===== config.mk =====
export PLATFORM = sky130hd
export DESIGN_NAME = bfd_decoder
export DESIGN_NICKNAME = d
export VERILOG_FILES = /design/src/shared/bfd_pkg.sv /design/src/logic/bfd_mask_gen.sv /design/src/logic/bfd_cond_eval.sv /design/src/logic/bfd_decoder.sv
export SDC_FILE = /design/constraint.sdc
export NUM_CORES = 1
export LEC_CHECK = 0
export BUFFER_PORTS_ARGS = -buffer_cell sky130_fd_sc_hd__buf_2
export CAP_MARGIN = 20
export CORE_MARGIN = 2
export CORE_UTILIZATION = 38
export CTS_BUF_LIST = sky130_fd_sc_hd__clkbuf_4 sky130_fd_sc_hd__clkbuf_8
export CTS_CLUSTER_SIZE = 30
export DETAILED_ROUTE_END_ITERATION = 7
export GPL_TIMING_DRIVEN = 0
export SLEW_MARGIN = 25
export SYNTH_ARGS = -nofsm -noshare
export SYNTH_HDL_FRONTEND = slang
export SYNTH_SLANG_ARGS = --single-unit

===== constraint.sdc =====
create_clock -name clk_i -period 4.3 [get_ports clk_i]
set_input_delay 0.43 -clock clk_i [delete_from_list [all_inputs] [get_ports clk_i]]
set_output_delay 0.43 -clock clk_i [all_outputs]
set_load 0.01 [all_outputs]

===== src/shared/bfd_pkg.sv =====
// Constants for the branch field decoder: reset values, flag positions, call addresses, opcodes and branch target select codes.
// Assumes instruction bit n, counted from the most significant end, maps to vector index 31-n.
package bfd_pkg;
   localparam int unsigned BFD_WORD_W = 32;
   localparam logic [31:0] BFD_COND_RESET = 32'h0000_0000;
   localparam logic [31:0] BFD_LR_RESET = 32'h0000_0000;
   localparam logic [31:0] BFD_CTR_RESET = 32'h0000_0000;
   localparam logic [31:0] BFD_FXE_RESET = 32'h0000_0000;
   localparam logic [31:0] BFD_IA_RESET = 32'h0000_0000;
   localparam logic [31:0] BFD_CALL_FIXED_ADDR = 32'h0000_1FE0;
   localparam logic [31:0] BFD_WORD_STEP = 32'h0000_0004;
   localparam logic [31:0] BFD_ALIGN_MASK = 32'hFFFF_FFFC;
   // Primary opcodes used to classify the branch-unit and fixed-point extended instructions.
   localparam logic [5:0] BFD_OP_BC = 6'h10;
   localparam logic [5:0] BFD_OP_SVC = 6'h11;
   localparam logic [5:0] BFD_OP_B = 6'h12;
   localparam logic [5:0] BFD_OP_XL = 6'h13;
   localparam logic [5:0] BFD_OP_FX_EXT = 6'h1F;
   localparam logic [9:0] BFD_XL_TO_LR = 10'h010;
   localparam logic [9:0] BFD_XL_TO_CTR = 10'h210;
   localparam logic [4:0] BFD_ZERO5 = 5'h00;
   // Positions in the fixed exception register of the excess flags.
   localparam int unsigned BFD_FXE_STICKY_POS = 31;
   localparam int unsigned BFD_FXE_EXCESS_POS = 30;
   typedef enum logic [1:0] {
      BFD_TGT_REL = 2'b00,
      BFD_TGT_ABS = 2'b01,
      BFD_TGT_CTR = 2'b11,
      BFD_TGT_LR = 2'b10
   } bfd_target_t;
endpackage : bfd_pkg


===== src/logic/bfd_mask_gen.sv =====
// Rotate mask generator: builds a run of ones from a begin index to an end index, wrapping.
// Assumes indices use big-endian numbering, index 0 being the most significant bit.
`timescale 1ns/1ns
module bfd_mask_gen
   import bfd_pkg::*;
#(
   parameter int unsigned WIDTH = 32
) (
   input wire logic [4:0] mask_begin_i,
   input wire logic [4:0] mask_end_i,
   output logic [WIDTH-1:0] mask_o
);
   always_comb begin
      for (int i = 0; i < WIDTH; i++) begin
         // Index i counts from the most significant end.
         if (mask_begin_i <= mask_end_i) begin
            mask_o[WIDTH-1-i] = (5'(i) >= mask_begin_i) && (5'(i) <= mask_end_i);
         end else begin
            mask_o[WIDTH-1-i] = (5'(i) >= mask_begin_i) || (5'(i) <= mask_end_i);
         end
      end
   end
endmodule : bfd_mask_gen


===== src/logic/bfd_cond_eval.sv =====
// Branch condition evaluator: decides taken and counter decrement from the option field.
// Assumes the condition bit and decremented count are supplied by the caller.
`timescale 1ns/1ns
module bfd_cond_eval
   import bfd_pkg::*;
(
   input wire logic [4:0] branch_options_i,
   input wire logic cond_bit_i,
   input wire logic [31:0] ctr_next_i,
   output logic dec_ctr_o,
   output logic taken_o
);
   logic ctr_ok;
   logic cond_ok;
   always_comb begin
      // Option bit 2, counted from the most significant end, set means no counter is used.
      dec_ctr_o = ~branch_options_i[2];
      ctr_ok = branch_options_i[2] | ((ctr_next_i != 32'h0000_0000) ^ branch_options_i[1]);
      cond_ok = branch_options_i[4] | (cond_bit_i == branch_options_i[3]);
      taken_o = ctr_ok & cond_ok;
   end
endmodule : bfd_cond_eval


===== src/logic/bfd_decoder.sv =====
// Branch field decoder top: splits words into fields, forms targets and owns the condition, link,
// count and fixed exception registers.
// Assumes the fetch stage presents one word with its address and a valid strobe; outputs are registered.
`timescale 1ns/1ns
module bfd_decoder
   import bfd_pkg::*;
#(
   parameter int unsigned WIDTH = 32
) (
   input wire logic clk_i,
   input wire logic sys_rst_i,
   input wire logic insn_valid_i,
   input wire logic [31:0] insn_word_i,
   input wire logic [31:0] insn_addr_i,
   input wire logic [31:0] fx_result_i,
   input wire logic fx_overflow_i,
   input wire logic fx_carry_i,
   input wire logic [3:0] fp_summary_i,
   output logic [5:0] primary_opcode_o,
   output logic [9:0] extended_opcode_o,
   output logic [4:0] gpr_a_select_o,
   output logic [4:0] gpr_b_select_o,
   output logic [4:0] gpr_dest_select_o,
   output logic [15:0] simm_o,
   output logic [15:0] halfword_unsigned_imm_o,
   output logic [4:0] rotate_count_o,
   output logic [4:0] string_byte_count_o,
   output logic [31:0] rotate_mask_o,
   output logic [9:0] special_reg_select_o,
   output logic [3:0] segment_reg_select_o,
   output logic [4:0] trap_condition_mask_o,
   output logic [3:0] fp_field_imm_o,
   output logic [31:0] branch_target_o,
   output logic branch_taken_o,
   output logic privilege_fault_o,
   output logic [31:0] condition_reg_o,
   output logic [31:0] link_reg_o,
   output logic [31:0] count_reg_o,
   output logic [31:0] fixed_exception_reg_o
);
   // Instruction bit n is vector index 31-n, so field (a:b) is [31-a:31-b].
   logic [31:0] w;
   assign w = insn_word_i;
   logic [5:0] op;
   logic link_enable_bit;
   logic absolute_addr_bit;
   logic call_absolute_bit;
   logic record_bit;
   logic overflow_enable;
   logic [4:0] branch_options;
   logic [4:0] cond_bit_select;
   logic [6:0] call_vector_index;
   logic [23:0] branch_offset_imm;
   logic [13:0] cond_offset_imm;
   logic [9:0] xl_opcode;
   assign op = w[31:26];
   assign link_enable_bit = w[0];
   assign record_bit = w[0];
   assign absolute_addr_bit = w[1];
   assign call_absolute_bit = w[1];
   assign overflow_enable = w[10];
   assign branch_options = w[25:21];
   assign cond_bit_select = w[20:16];
   assign call_vector_index = w[11:5];
   assign branch_offset_imm = w[25:2];
   assign cond_offset_imm = w[15:2];
   assign xl_opcode = w[10:1];

   logic [31:0] disp;
   logic [31:0] next_addr;
   logic [31:0] ctr_dec;
   logic is_b;
   logic is_bc;
   logic is_xl_br;
   logic is_svc;
   logic is_branch;
   logic dec_ctr;
   logic cond_taken;
   bfd_target_t tgt_sel;
   logic [31:0] target_raw;
   logic [31:0] mask;
   logic [31:0] cr_fields;

   assign next_addr = insn_addr_i + BFD_WORD_STEP;
   assign ctr_dec = count_reg_o - 32'h0000_0001;
   assign is_b = op == BFD_OP_B;
   assign is_bc = op == BFD_OP_BC;
   assign is_svc = op == BFD_OP_SVC;
   assign is_xl_br = (op == BFD_OP_XL) && ((xl_opcode == BFD_XL_TO_LR) || (xl_opcode == BFD_XL_TO_CTR));
   assign is_branch = is_b | is_bc | is_xl_br;

   bfd_cond_eval u_cond (
      .branch_options_i(branch_options),
      .cond_bit_i(condition_reg_o[31-cond_bit_select]),
      .ctr_next_i(ctr_dec),
      .dec_ctr_o(dec_ctr),
      .taken_o(cond_taken)
   );

   bfd_mask_gen #(.WIDTH(WIDTH)) u_mask (
      .mask_begin_i(w[10:6]),
      .mask_end_i(w[5:1]),
      .mask_o(mask)
   );

   always_comb begin
      if (is_b) begin
         disp = {{6{branch_offset_imm[23]}}, branch_offset_imm, 2'b00};
      end else begin
         disp = {{16{cond_offset_imm[13]}}, cond_offset_imm, 2'b00};
      end
      if (is_xl_br) begin
         tgt_sel = (xl_opcode == BFD_XL_TO_LR) ? BFD_TGT_LR : BFD_TGT_CTR;
      end else if (absolute_addr_bit) begin
         tgt_sel = BFD_TGT_ABS;
      end else begin
         tgt_sel = BFD_TGT_REL;
      end
      case (tgt_sel)
         BFD_TGT_REL: target_raw = disp + insn_addr_i;
         BFD_TGT_ABS: target_raw = disp;
         BFD_TGT_LR: target_raw = link_reg_o;
         BFD_TGT_CTR: target_raw = count_reg_o;
         default: target_raw = disp;
      endcase
      if (is_svc) begin
         if (call_absolute_bit) begin
            target_raw = BFD_CALL_FIXED_ADDR;
         end else begin
            target_raw = {20'h0_0000, 1'b1, call_vector_index, 4'h0} << 1;
         end
      end
      cr_fields = condition_reg_o;
      if (op == BFD_OP_FX_EXT) begin
         cr_fields[31:28] = {fx_result_i[31], ~fx_result_i[31] && (fx_result_i != 32'h0000_0000),
                             fx_result_i == 32'h0000_0000,
                             fixed_exception_reg_o[BFD_FXE_STICKY_POS] | (overflow_enable & fx_overflow_i)};
      end else begin
         cr_fields[27:24] = fp_summary_i;
      end
   end

   // Field extraction, registered per valid word.
   always_ff @(posedge clk_i) begin
      if (sys_rst_i) begin
         primary_opcode_o <= 6'h00;
         extended_opcode_o <= 10'h000;
         gpr_a_select_o <= 5'h00;
         gpr_b_select_o <= 5'h00;
         gpr_dest_select_o <= 5'h00;
         simm_o <= 16'h0000;
         halfword_unsigned_imm_o <= 16'h0000;
         rotate_count_o <= 5'h00;
         string_byte_count_o <= 5'h00;
         rotate_mask_o <= 32'h0000_0000;
         special_reg_select_o <= 10'h000;
         segment_reg_select_o <= 4'h0;
         trap_condition_mask_o <= 5'h00;
         fp_field_imm_o <= 4'h0;
      end else if (insn_valid_i) begin
         primary_opcode_o <= op;
         extended_opcode_o <= w[10:1];
         gpr_a_select_o <= w[20:16];
         gpr_b_select_o <= w[15:11];
         gpr_dest_select_o <= w[25:21];
         simm_o <= w[15:0];
         halfword_unsigned_imm_o <= w[15:0];
         rotate_count_o <= w[15:11];
         string_byte_count_o <= w[15:11];
         rotate_mask_o <= mask;
         special_reg_select_o <= w[20:11];
         segment_reg_select_o <= w[19:16];
         trap_condition_mask_o <= w[25:21];
         fp_field_imm_o <= w[15:12];
      end
   end

   // Branch result: target and taken flag; no privilege check exists for branches.
   always_ff @(posedge clk_i) begin
      if (sys_rst_i) begin
         branch_target_o <= BFD_IA_RESET;
         branch_taken_o <= 1'b0;
         privilege_fault_o <= 1'b0;
      end else begin
         privilege_fault_o <= 1'b0;
         branch_taken_o <= insn_valid_i && (is_b || is_svc || ((is_bc || is_xl_br) && cond_taken));
         if (insn_valid_i && (is_branch || is_svc)) begin
            branch_target_o <= target_raw & BFD_ALIGN_MASK;
         end
      end
   end

   // Link register: a register-indirect branch reads the old value before it is replaced.
   always_ff @(posedge clk_i) begin
      if (sys_rst_i) begin
         link_reg_o <= BFD_LR_RESET;
      end else if (insn_valid_i && link_enable_bit && (is_branch || is_svc)) begin
         link_reg_o <= next_addr;
      end
   end

   // Count register decrements only for BFD_OP_BC conditional forms that test it, not for register-indirect forms.
   always_ff @(posedge clk_i) begin
      if (sys_rst_i) begin
         count_reg_o <= BFD_CTR_RESET;
      end else if (insn_valid_i && is_bc && dec_ctr) begin
         count_reg_o <= ctr_dec;
      end
   end

   // Condition register changes only when the record bit is set.
   always_ff @(posedge clk_i) begin
      if (sys_rst_i) begin
         condition_reg_o <= BFD_COND_RESET;
      end else if (insn_valid_i && record_bit && !is_branch && !is_svc && (op != BFD_OP_XL)) begin
         condition_reg_o <= cr_fields;
      end
   end

   // The sticky flag only ever sets; the excess flag follows each enabled result.
   always_ff @(posedge clk_i) begin
      if (sys_rst_i) begin
         fixed_exception_reg_o <= BFD_FXE_RESET;
      end else if (insn_valid_i && (op == BFD_OP_FX_EXT) && overflow_enable) begin
         fixed_exception_reg_o[BFD_FXE_EXCESS_POS] <= fx_overflow_i;
         fixed_exception_reg_o[BFD_FXE_STICKY_POS] <= fixed_exception_reg_o[BFD_FXE_STICKY_POS] | fx_overflow_i;
         fixed_exception_reg_o[29] <= fx_carry_i;
      end
   end
endmodule : bfd_decoder


# Word level (Yosys, flattened, before mapping)
# Cells that the tools add are included.
# Widths: inputs -> output; s select.
[totals]
ff_bits = 203
wordCells = 243
[op_classes]
n_addsub = 4
magnitude_cmp = 66
eq_ne = 12
muxes = 41
n_bitwise = 12
reduce_logical = 91
[op_table]
columns = ["operator", "count"]
rows = [
  ["$pmux 32 s4", 1],
  ["$ge 5x5->1 const A", 16],
  ["$le 5x5->1 const A", 16],
  ["$mux 32", 2],
  ["$reduce_bool 32->1", 2],
  ["$logic_and 1x1->1", 46],
  ["$ge 4x5->1 const A", 8],
  ["$le 4x5->1 const A", 8],
  ["$logic_or 1x1->1", 37],
  ["$mux 1", 35],
  ["$add 32x3->32 const B", 1],
  ["$add 32x32->32", 1],
  ["$logic_not 32->1", 1],
  ["$lt 32x6->1 const B", 1],
  ["$sub 32x1->32 const B", 1],
  ["$eq 6x5->1 const B", 5],
  ["$ge 3x5->1 const A", 4],
  ["$le 3x5->1 const A", 4],
  ["$mux 12", 1],
  ["$eq 10x10->1 const B", 1],
  ["$eq 10x5->1 const B", 1],
  ["$ge 1x5->1 const A", 2],
  ["$ge 2x5->1 const A", 2],
  ["$le 1x5->1 const A", 2],
  ["other kinds (16)", 28],
]

# Logic depth before layout (Yosys ltp)
# Gate-level depths: netlist (run 1).
[depth]
word_depth = 9
depth_mapped = 14

# Modules after synthesis
# From an unflattened synthesis (run 1), not the netlist that was laid out.
[hier_totals]
cells_unflattened = 1424
area_unflattened_um2 = 11482.3
[by_module_without_submodules]
columns = ["mod", "n_inst", "cells_per_inst", "area_each_um2"]
rows = [
  ["bfd_decoder", 1, 1264, 10405.0],
  ["bfd_mask_gen", 1, 144, 969.7],
  ["bfd_cond_eval", 1, 16, 107.6],
]

# Least setup slack after synthesis (run 1)
# No wires, ideal clock.
[synth_timing]
path_type = "input -> register"
startpoint = "input insn_word_i[28]"
endpoint = "register branch_target_o[27]"
setup_time_ps = 117
arrival_time_ps = 3595
required_time_ps = 4183
slack_ps = 588
path_stages = 14
n_path_buf = 2
cell_sequence = "or4b_1 > buf_2 > o31a_1 > buf_2 > a21o_1 > ha_1 > o21ai_0 > a21oi_1 > a32oi_1 > o21ai_0 > a41oi_2 > nor2_1 > or4_1 > a32o_1"
[synth_via]
elab_chain_cells = 6
elab_cells_between_ends = 18
classes_between = "add/sub: 1; eq/ne: 7; mux: 4; bitwise: 2; reduce/logical: 4"
[synth_rtl]
columns = ["item", "line", "source"]
rows = [
  ["from (decl)", "bfd_decoder.sv:13", "input wire logic [31:0] insn_word_i,"],
  ["branches (longest 6 deep; another with $add 32x32->32)", "-", ""],
  ["to (signal assigned)", "bfd_decoder.sv:188", "branch_target_o <= target_raw & BFD_ALIGN_MASK;"],
  ["to (decl)", "bfd_decoder.sv:33", "output logic [31:0] branch_target_o,"],
]
# Parallel ways; which one is timed is not known.
# A chain may end at the register's enable or synchronous reset.

# Worst setup path after layout (run 1)
# Ends and elaborated chain as after synthesis.

==> flow_summary.ini, run 1 <==
[routing]
wire_per_inst_microns = 21.3
first_pass_iters = 6
antenna_left = 0
drc = 0
post_drt_via_cell_ratio = 5.40
vias = 12288
drt_iter0_markers = 1013
routed_wl_microns = 48400

[placement]
placed_area_sq_um = 13800
dp_slack_ns = -0.152
portBuffers = 337
place.gp.congestion = 0.987
dp_hpwl_microns = 38700

[logic_synthesis]
post_synth_num_cell_types = 80
syn_area_per_cell_sq_um = 7.85
synth.area.top_cells = dfxtp_1 (30%), buf_4 (7.9%), nor2_1 (7.2%), a21oi_1 (4.5%), a211oi_1 (4.2%)
ys.flop_type = dfxtp_1
netlist.area_leader.share = 0.297
yosysTopAreaCell = dfxtp_1
syn_area_sq_um = 11500
async_flop_share = 0
postSynthRegisterBits = 170
yosys_warnings = 0
synthCells = 1460
synth-edff-count = 0
ys_seq_area_frac = 0.297

[die]
fp.coreArea_sq_um = 29600
die-area_sq_um = 31600
num_rows = 63
start_util = 0.387
dieWidth_microns = 178
ios = 395
die_h_microns = 178

[layout]
area_delta_synth_final_pct = 24.4
fillers = 3120
fin_area_sq_um = 14300
layout_commonest_cell = buf_2
nNetsFinal = 2015
layout_common_cells = buf_2 (347), nor2_1 (221), dfxtp_1 (170), buf_4 (121), nand2_1 (110)
drive_gt1_frac = 0.281

[clock_network]
htreeDepth = 4
post-cts-setup-buffers = 0
cts_tree = done
postCtsHoldBufs = 0
cts.sinks = 170
root_buffer = clkbuf_8
cts_resized = 0
clk_path_buf_depth = 2
cts_made_buffers = 17
clkTransAtPathRegs_ns = 0.10
worstSkewPairLatency_ns = 0.48

[sta]
finClkSkew_ns = 0.0130
tightest_slew_ns = 1.09
final.min_clock_period_ns = 4.03
tns_ns = 0
holdWs_ns = 0.180
fmax_mhz = 248
setup_slack_ns = 0.267
slew_violations = 0
rsz0062_at_grt = false
finalHoldViolations = 0
post-route-period-util = 0.938
setup_viol = 0
relSlewSlack = 0.271

[setup_path]
r2r_setup_slack_ns = 0.80
cp-end-kind = register
worstPathArrival_ns = 4.41
rr_worst_depth = 9
path_max_fanout = 10
worstReg2RegEnd = branch_taken_o$_SDFF_PP0_
crit_required_ns = 4.68
startpoint_type = primary input
reg2reg_from = count_reg_o[15]$_SDFFE_PP0P_
crit_type = primary input to register

[global_routing]
grt_overflow = 0
grt_max_degree = 17
track_usage = 0.299
grt_first_pass_wirelength_microns = 70200
grt_pass1_vias = 11318
grt_antenna_before_repair = 3

[status]
status = finished, final reports clean

[power_and_ir_drop]
power_density_nw_per_um2 = 274
ir_drop_mv = 0.192
p_leak_uw = 0.00663

[min_path]
holdPathEnd = fixed_exception_reg_o[29]$_SDFFE_PP0P_
hp-start = fx_carry_i
worstHoldPathType = primary input to register
hold_depth = 3

[run]
max_cap_violations = 0
-- through the flow --
step                      instances   util  power [uW]
after global placement         2242  0.467        2680
after global routing           2274  0.481        4050
after detailed placement       2242  0.467        2690
after CTS                      2273  0.481        3890
final                          2276  0.481        3900
after floorplan                1515      -        2330
-- registers in the layout, summed over array words and instances (netlist names) --
signal	count
gpr_a_select_o	5
branch_taken_o	1
halfword_unsigned_imm_o	6
branch_target_o	30
rotate_mask_o	32
link_reg_o	32
trap_condition_mask_o	5
fixed_exception_reg_o	3
count_reg_o	32
special_reg_select_o	1
extended_opcode_o	9
condition_reg_o	8
primary_opcode_o	6
-- cell usage after synthesis, drive strengths merged, types with 9 or more instances --
library cell    n
nor2          221
nor4           28
clkbuf         71
xnor2          49
a21oi         104
buf           139
ha             38
dfxtp         170
and3           13
a21o           29
maj3           22
inv            18
mux2i          46
xor2           30
a2bb2oi        13
a211oi         64
nor3           38
o31ai           9
or3            13
nand4          15
nand3          34
o21ai          48
o21a            9
nand2         111
-- worst max path at each step --
stage	from	endpoint	slack, ns
2_1_floorplan	insn_word_i[28]	branch_target_o[27]$_SDFFE_PP0P_	0.59
3_3_place_gp	insn_word_i[28]	branch_target_o[27]$_SDFFE_PP0P_	-0.13
3_5_place_dp	insn_word_i[28]	branch_target_o[27]$_SDFFE_PP0P_	-0.15
4_1_cts	insn_word_i[28]	branch_target_o[27]$_SDFFE_PP0P_	0.35
5_1_grt	insn_word_i[28]	branch_target_o[27]$_SDFFE_PP0P_	0.09
6_report	insn_word_i[28]	branch_target_o[27]$_SDFFE_PP0P_	0.27
-- critical path: stages --
cell	delay [ns]
buf_2	0.13
or4b_1	0.50
buf_2	0.19
nor3_1	0.26
buf_2	0.27
a21o_1	0.23
ha_1	0.35
o21ai_0	0.29
a21oi_1	0.14
a32oi_1	0.31
o21ai_0	0.25
a41oi_2	0.32
nor2_1	0.09
or4_1	0.39
a32o_1	0.25
-- area by class of cell --
cell class	count	area, sq um	share of cell area
multi-input combinational	1117	6930	0.486
clock buffer	18	241	0.0169
timing repair buffer	337	1690	0.118
clock inverter	13	158	0.0111
antenna	3	7.51	0.000527
tap	390	488	0.0342
inverter	18	67.6	0.00474
buffer	210	1270	0.0892
sequential	170	3400	0.239
-- power by group --
| group | leakage (uW) | switching, uW | internal, uW |
|---|---|---|---|
| logic | 0.00505 | 590 | 408 |
| clock network | 0.000194 | 691 | 537 |
| registers | 0.00139 | 44.5 | 1630 |
| total | 0.00663 | 1330 | 2570 |
-- kinds of logic (layout without fill, tap and decap cells) --
group	Yosys count	after routing	share of synthesized area
AND/OR/NAND/NOR	521	521	0.211
AO/OA/AOI/OAI	350	350	0.206
buffers and inverters	228	596	0.117
flip-flops	170	170	0.297
XOR/XNOR	79	79	0.0604
adder cells (fa/ha/maj)	61	61	0.0625
multiplexers	50	50	0.0461
other	1	59	0.000327
-- per-layer routing --
| metal | part of all wire | track usage |
|---|---|---|
| met1 | 0.44 | 0.401 |
| met2 | 0.45 | 0.478 |
| met3 | 0.067 | 0.0439 |
| met4 | 0.040 | 0.124 |
| met5 | 0.00025 | 0 |
(Power assumes the default switching activity.)
==> inputs of run 2 (changes only) <==
--- a/config.mk
+++ b/config.mk
@@ -5,6 +5,7 @@
 export SDC_FILE = /design/constraint.sdc
 export NUM_CORES = 1
 export LEC_CHECK = 0
+export ABC_AREA = 1
 export BUFFER_PORTS_ARGS = -buffer_cell sky130_fd_sc_hd__buf_2
 export CAP_MARGIN = 20
 export CORE_MARGIN = 2
@@ -13,7 +14,6 @@
 export CTS_CLUSTER_SIZE = 30
 export DETAILED_ROUTE_END_ITERATION = 7
 export GPL_TIMING_DRIVEN = 0
-export SLEW_MARGIN = 25
 export SYNTH_ARGS = -nofsm -noshare
 export SYNTH_HDL_FRONTEND = slang
 export SYNTH_SLANG_ARGS = --single-unit
==> run 2 against run 1 <==
Effect of this change:
- die area up 5.9%
- combinational power increased by 9%
- global-route usage up 2.1 points
- clock skew is 0.0055 ns higher
- clock power is 7% lower
- non-clock buffer count decreased by 20
- first-iteration DRC count rose by 58%
- synthesized area increased by 6.1%
- highest routed layer unchanged
- sequential share of layout area down 1.1 points
- power rose by 0.58%
- clock-buffer cell count unchanged
==> flow_summary.ini, run 2 <==
[power_and_ir_drop]
total_power_uw = 3920
power_density_nw_per_um2 = 263
ir_drop_mv = 0.194
p_leak_uw = 0.00768

[die]
ios = 395
die_h_microns = 183
fp.coreArea_sq_um = 31600
start_util = 0.385
die-area_sq_um = 33400
num_rows = 65
dieWidth_microns = 183

[routing]
antenna_left = 0
post_drt_via_cell_ratio = 5.32
wire_per_inst_microns = 20.5
routed_wl_microns = 55500
drc = 0
drt_iter0_markers = 1598
vias = 14404
first_pass_iters = 8

[logic_synthesis]
synthCells = 1879
postSynthRegisterBits = 170
yosysMostFrequentCell = nand2_1
synth.area.top_cells = dfxtp_1 (28%), nand2_1 (11%), a21oi_1 (8.2%), o21ai_0 (8.0%), buf_4 (7.6%)
ys.flop_type = dfxtp_1
async_flop_share = 0
synth-edff-count = 0
post_synth_num_cell_types = 54
syn_area_sq_um = 12200
yosys_warnings = 0
syn_area_per_cell_sq_um = 6.47
netlist.area_leader.share = 0.280
yosysTopAreaCell = dfxtp_1
synthTopCellsByCount = nand2_1 (364), nor2_1 (231), a21oi_1 (200)
ys_seq_area_frac = 0.280

[setup_path]
path_max_fanout = 10
critPathSlowestCell = o21ai_0
critPathBufInv = 4
worstPathArrival_ns = 3.86
crit_type = primary input to register
cp_top_family = compound AO/OA/AOI/OAI gates
crit_required_ns = 4.66
crit_top_cell = a21oi_1
startpoint_type = primary input
cp-end-kind = register
critPathMaxStageDelay_ns = 0.67
worstPathCellList = buf_2 -> nor2_2 -> inv_2 -> nor2_4 -> nand2_2 -> clkbuf_2 -> o21ai_0 -> inv_1 -> ha_1 -> a21oi_1 -> o21ai_0 -> a21oi_1 -> nand2_1 -> a21oi_1 -> a21oi_1 -> o21ai_0 -> a21oi_1

[layout]
area_delta_synth_final_pct = 22.8
layout_commonest_cell = nand2_1
diodes = 0
fillers = 3409
drive_gt1_frac = 0.243
nNetsFinal = 2435
regArea_sq_um = 3400
layout_common_cells = nand2_1 (364), buf_2 (350), nor2_1 (231), a21oi_1 (200), o21ai_0 (194)
multi_input_area_sq_um = 7050
reg.largest.list = count_reg_o: 32 flops, link_reg_o: 32 flops, rotate_mask_o: 32 flops

[placement]
portBuffers = 338
place.gp.congestion = 0.995
dp_hpwl_microns = 45100
dp_slack_ns = 0.288

[sta]
post-route-period-util = 0.814
setup_viol = 0
tns_ns = 0
finalHoldViolations = 0
relSlewSlack = 0.272
fmax_mhz = 286
finClkSkew_ns = 0.0185
tightest_slew_ns = 1.09
slew_violations = 0
setup_slack_ns = 0.800
final.min_clock_period_ns = 3.50
rsz0062_at_grt = false

[global_routing]
grt_pass1_vias = 12952
track_usage = 0.320
grt_antenna_before_repair = 3
grt_overflow = 0
grt_max_degree = 18
grt_first_pass_wirelength_microns = 80200

[clock_network]
worstSkewPairLatency_ns = 0.51
postCtsHoldBufs = 0
root_buffer = clkbuf_8
clkTransAtPathRegs_ns = 0.10
post-cts-setup-buffers = 0
cts.sinks = 170
clk_path_buf_depth = 2
htreeDepth = 4
cts_tree = done
cts_resized = 0
cts_made_buffers = 17

[run]
max_cap_violations = 0

[min_path]
worstHoldPathType = primary input to register

[status]
status = finished, final reports clean
run 2: changes by cell type after synthesis, moves of 31 or more:
cell      delta
nand2_1    +254
inv_1      +156
o21ai_0    +147
a21oi_1     +97
a211oi_1    -59
nand3_1     +48
mux2i_1     -46
xnor2_1     -31
run 2: worst paths after layout:
kind | start | to | slack, ns | depth (start not counted)
worst max-delay path | insn_word_i[31] | branch_target_o[31]$_SDFFE_PP0P_ | 0.80 | 17
worst min-delay path | fx_result_i[31] | condition_reg_o[30]$_SDFFE_PP0P_ | 0.16 | 2
worst max register to register | count_reg_o[0]$_SDFFE_PP0P_ | branch_taken_o$_SDFF_PP0_ | 1.51 | 15
worst min register to register | rotate_mask_o[7]$_SDFFE_PP0P_ | rotate_mask_o[7]$_SDFFE_PP0P_ | 0.47 | 2
run 2: power breakdown:
group	internal (uW)	switching (uW)
Clock	430	725
Combinational	393	692
Sequential	1630	50.6
Total	2450	1470
run 2: cell families after synthesis:
logic type	count (synthesis)	share of synthesized area
buffers and inverters	372	0.157
and+or+nand+nor	764	0.269
AOI/OAI and AO/OA	493	0.224
other	1	0.000309
DFF	170	0.280
adders and majority gates	41	0.0424
xor gates and xnor gates	38	0.0274
run 2: metal layers:
layer  share of wire  vias to the layer above  GRT usage
met1            0.46                     6691      0.449
met4           0.028                        4     0.0957
met2            0.44                      703      0.507
met5         0.00043                        -          0
li1                -                     6921          -
met3           0.076                       85     0.0469
run 2: stage by stage:
step / area, sq um / hold slack (ns) / utilization / cells
global route: 14900 / 0.152 / 0.473 / 2706
global placement: 14600 / 0.452 / 0.461 / 2674
detailed placement: 14600 / 0.455 / 0.461 / 2674
CTS: 14900 / 0.124 / 0.473 / 2706
floorplan: 12400 / 0.483 / - / 1934
finish: 14900 / 0.161 / 0.473 / 2706
run 2: layout make-up:
| class | instances | share of cell area |
|---|---|---|
| inverters | 183 | 0.0465 |
| multi-input cells | 1392 | 0.473 |
| clock inverters | 14 | 0.00830 |
| flip-flops and latches | 170 | 0.228 |
| well taps | 402 | 0.0337 |
| clock buffers | 18 | 0.0162 |
| repair buffers | 338 | 0.113 |
| plain buffers | 189 | 0.0811 |
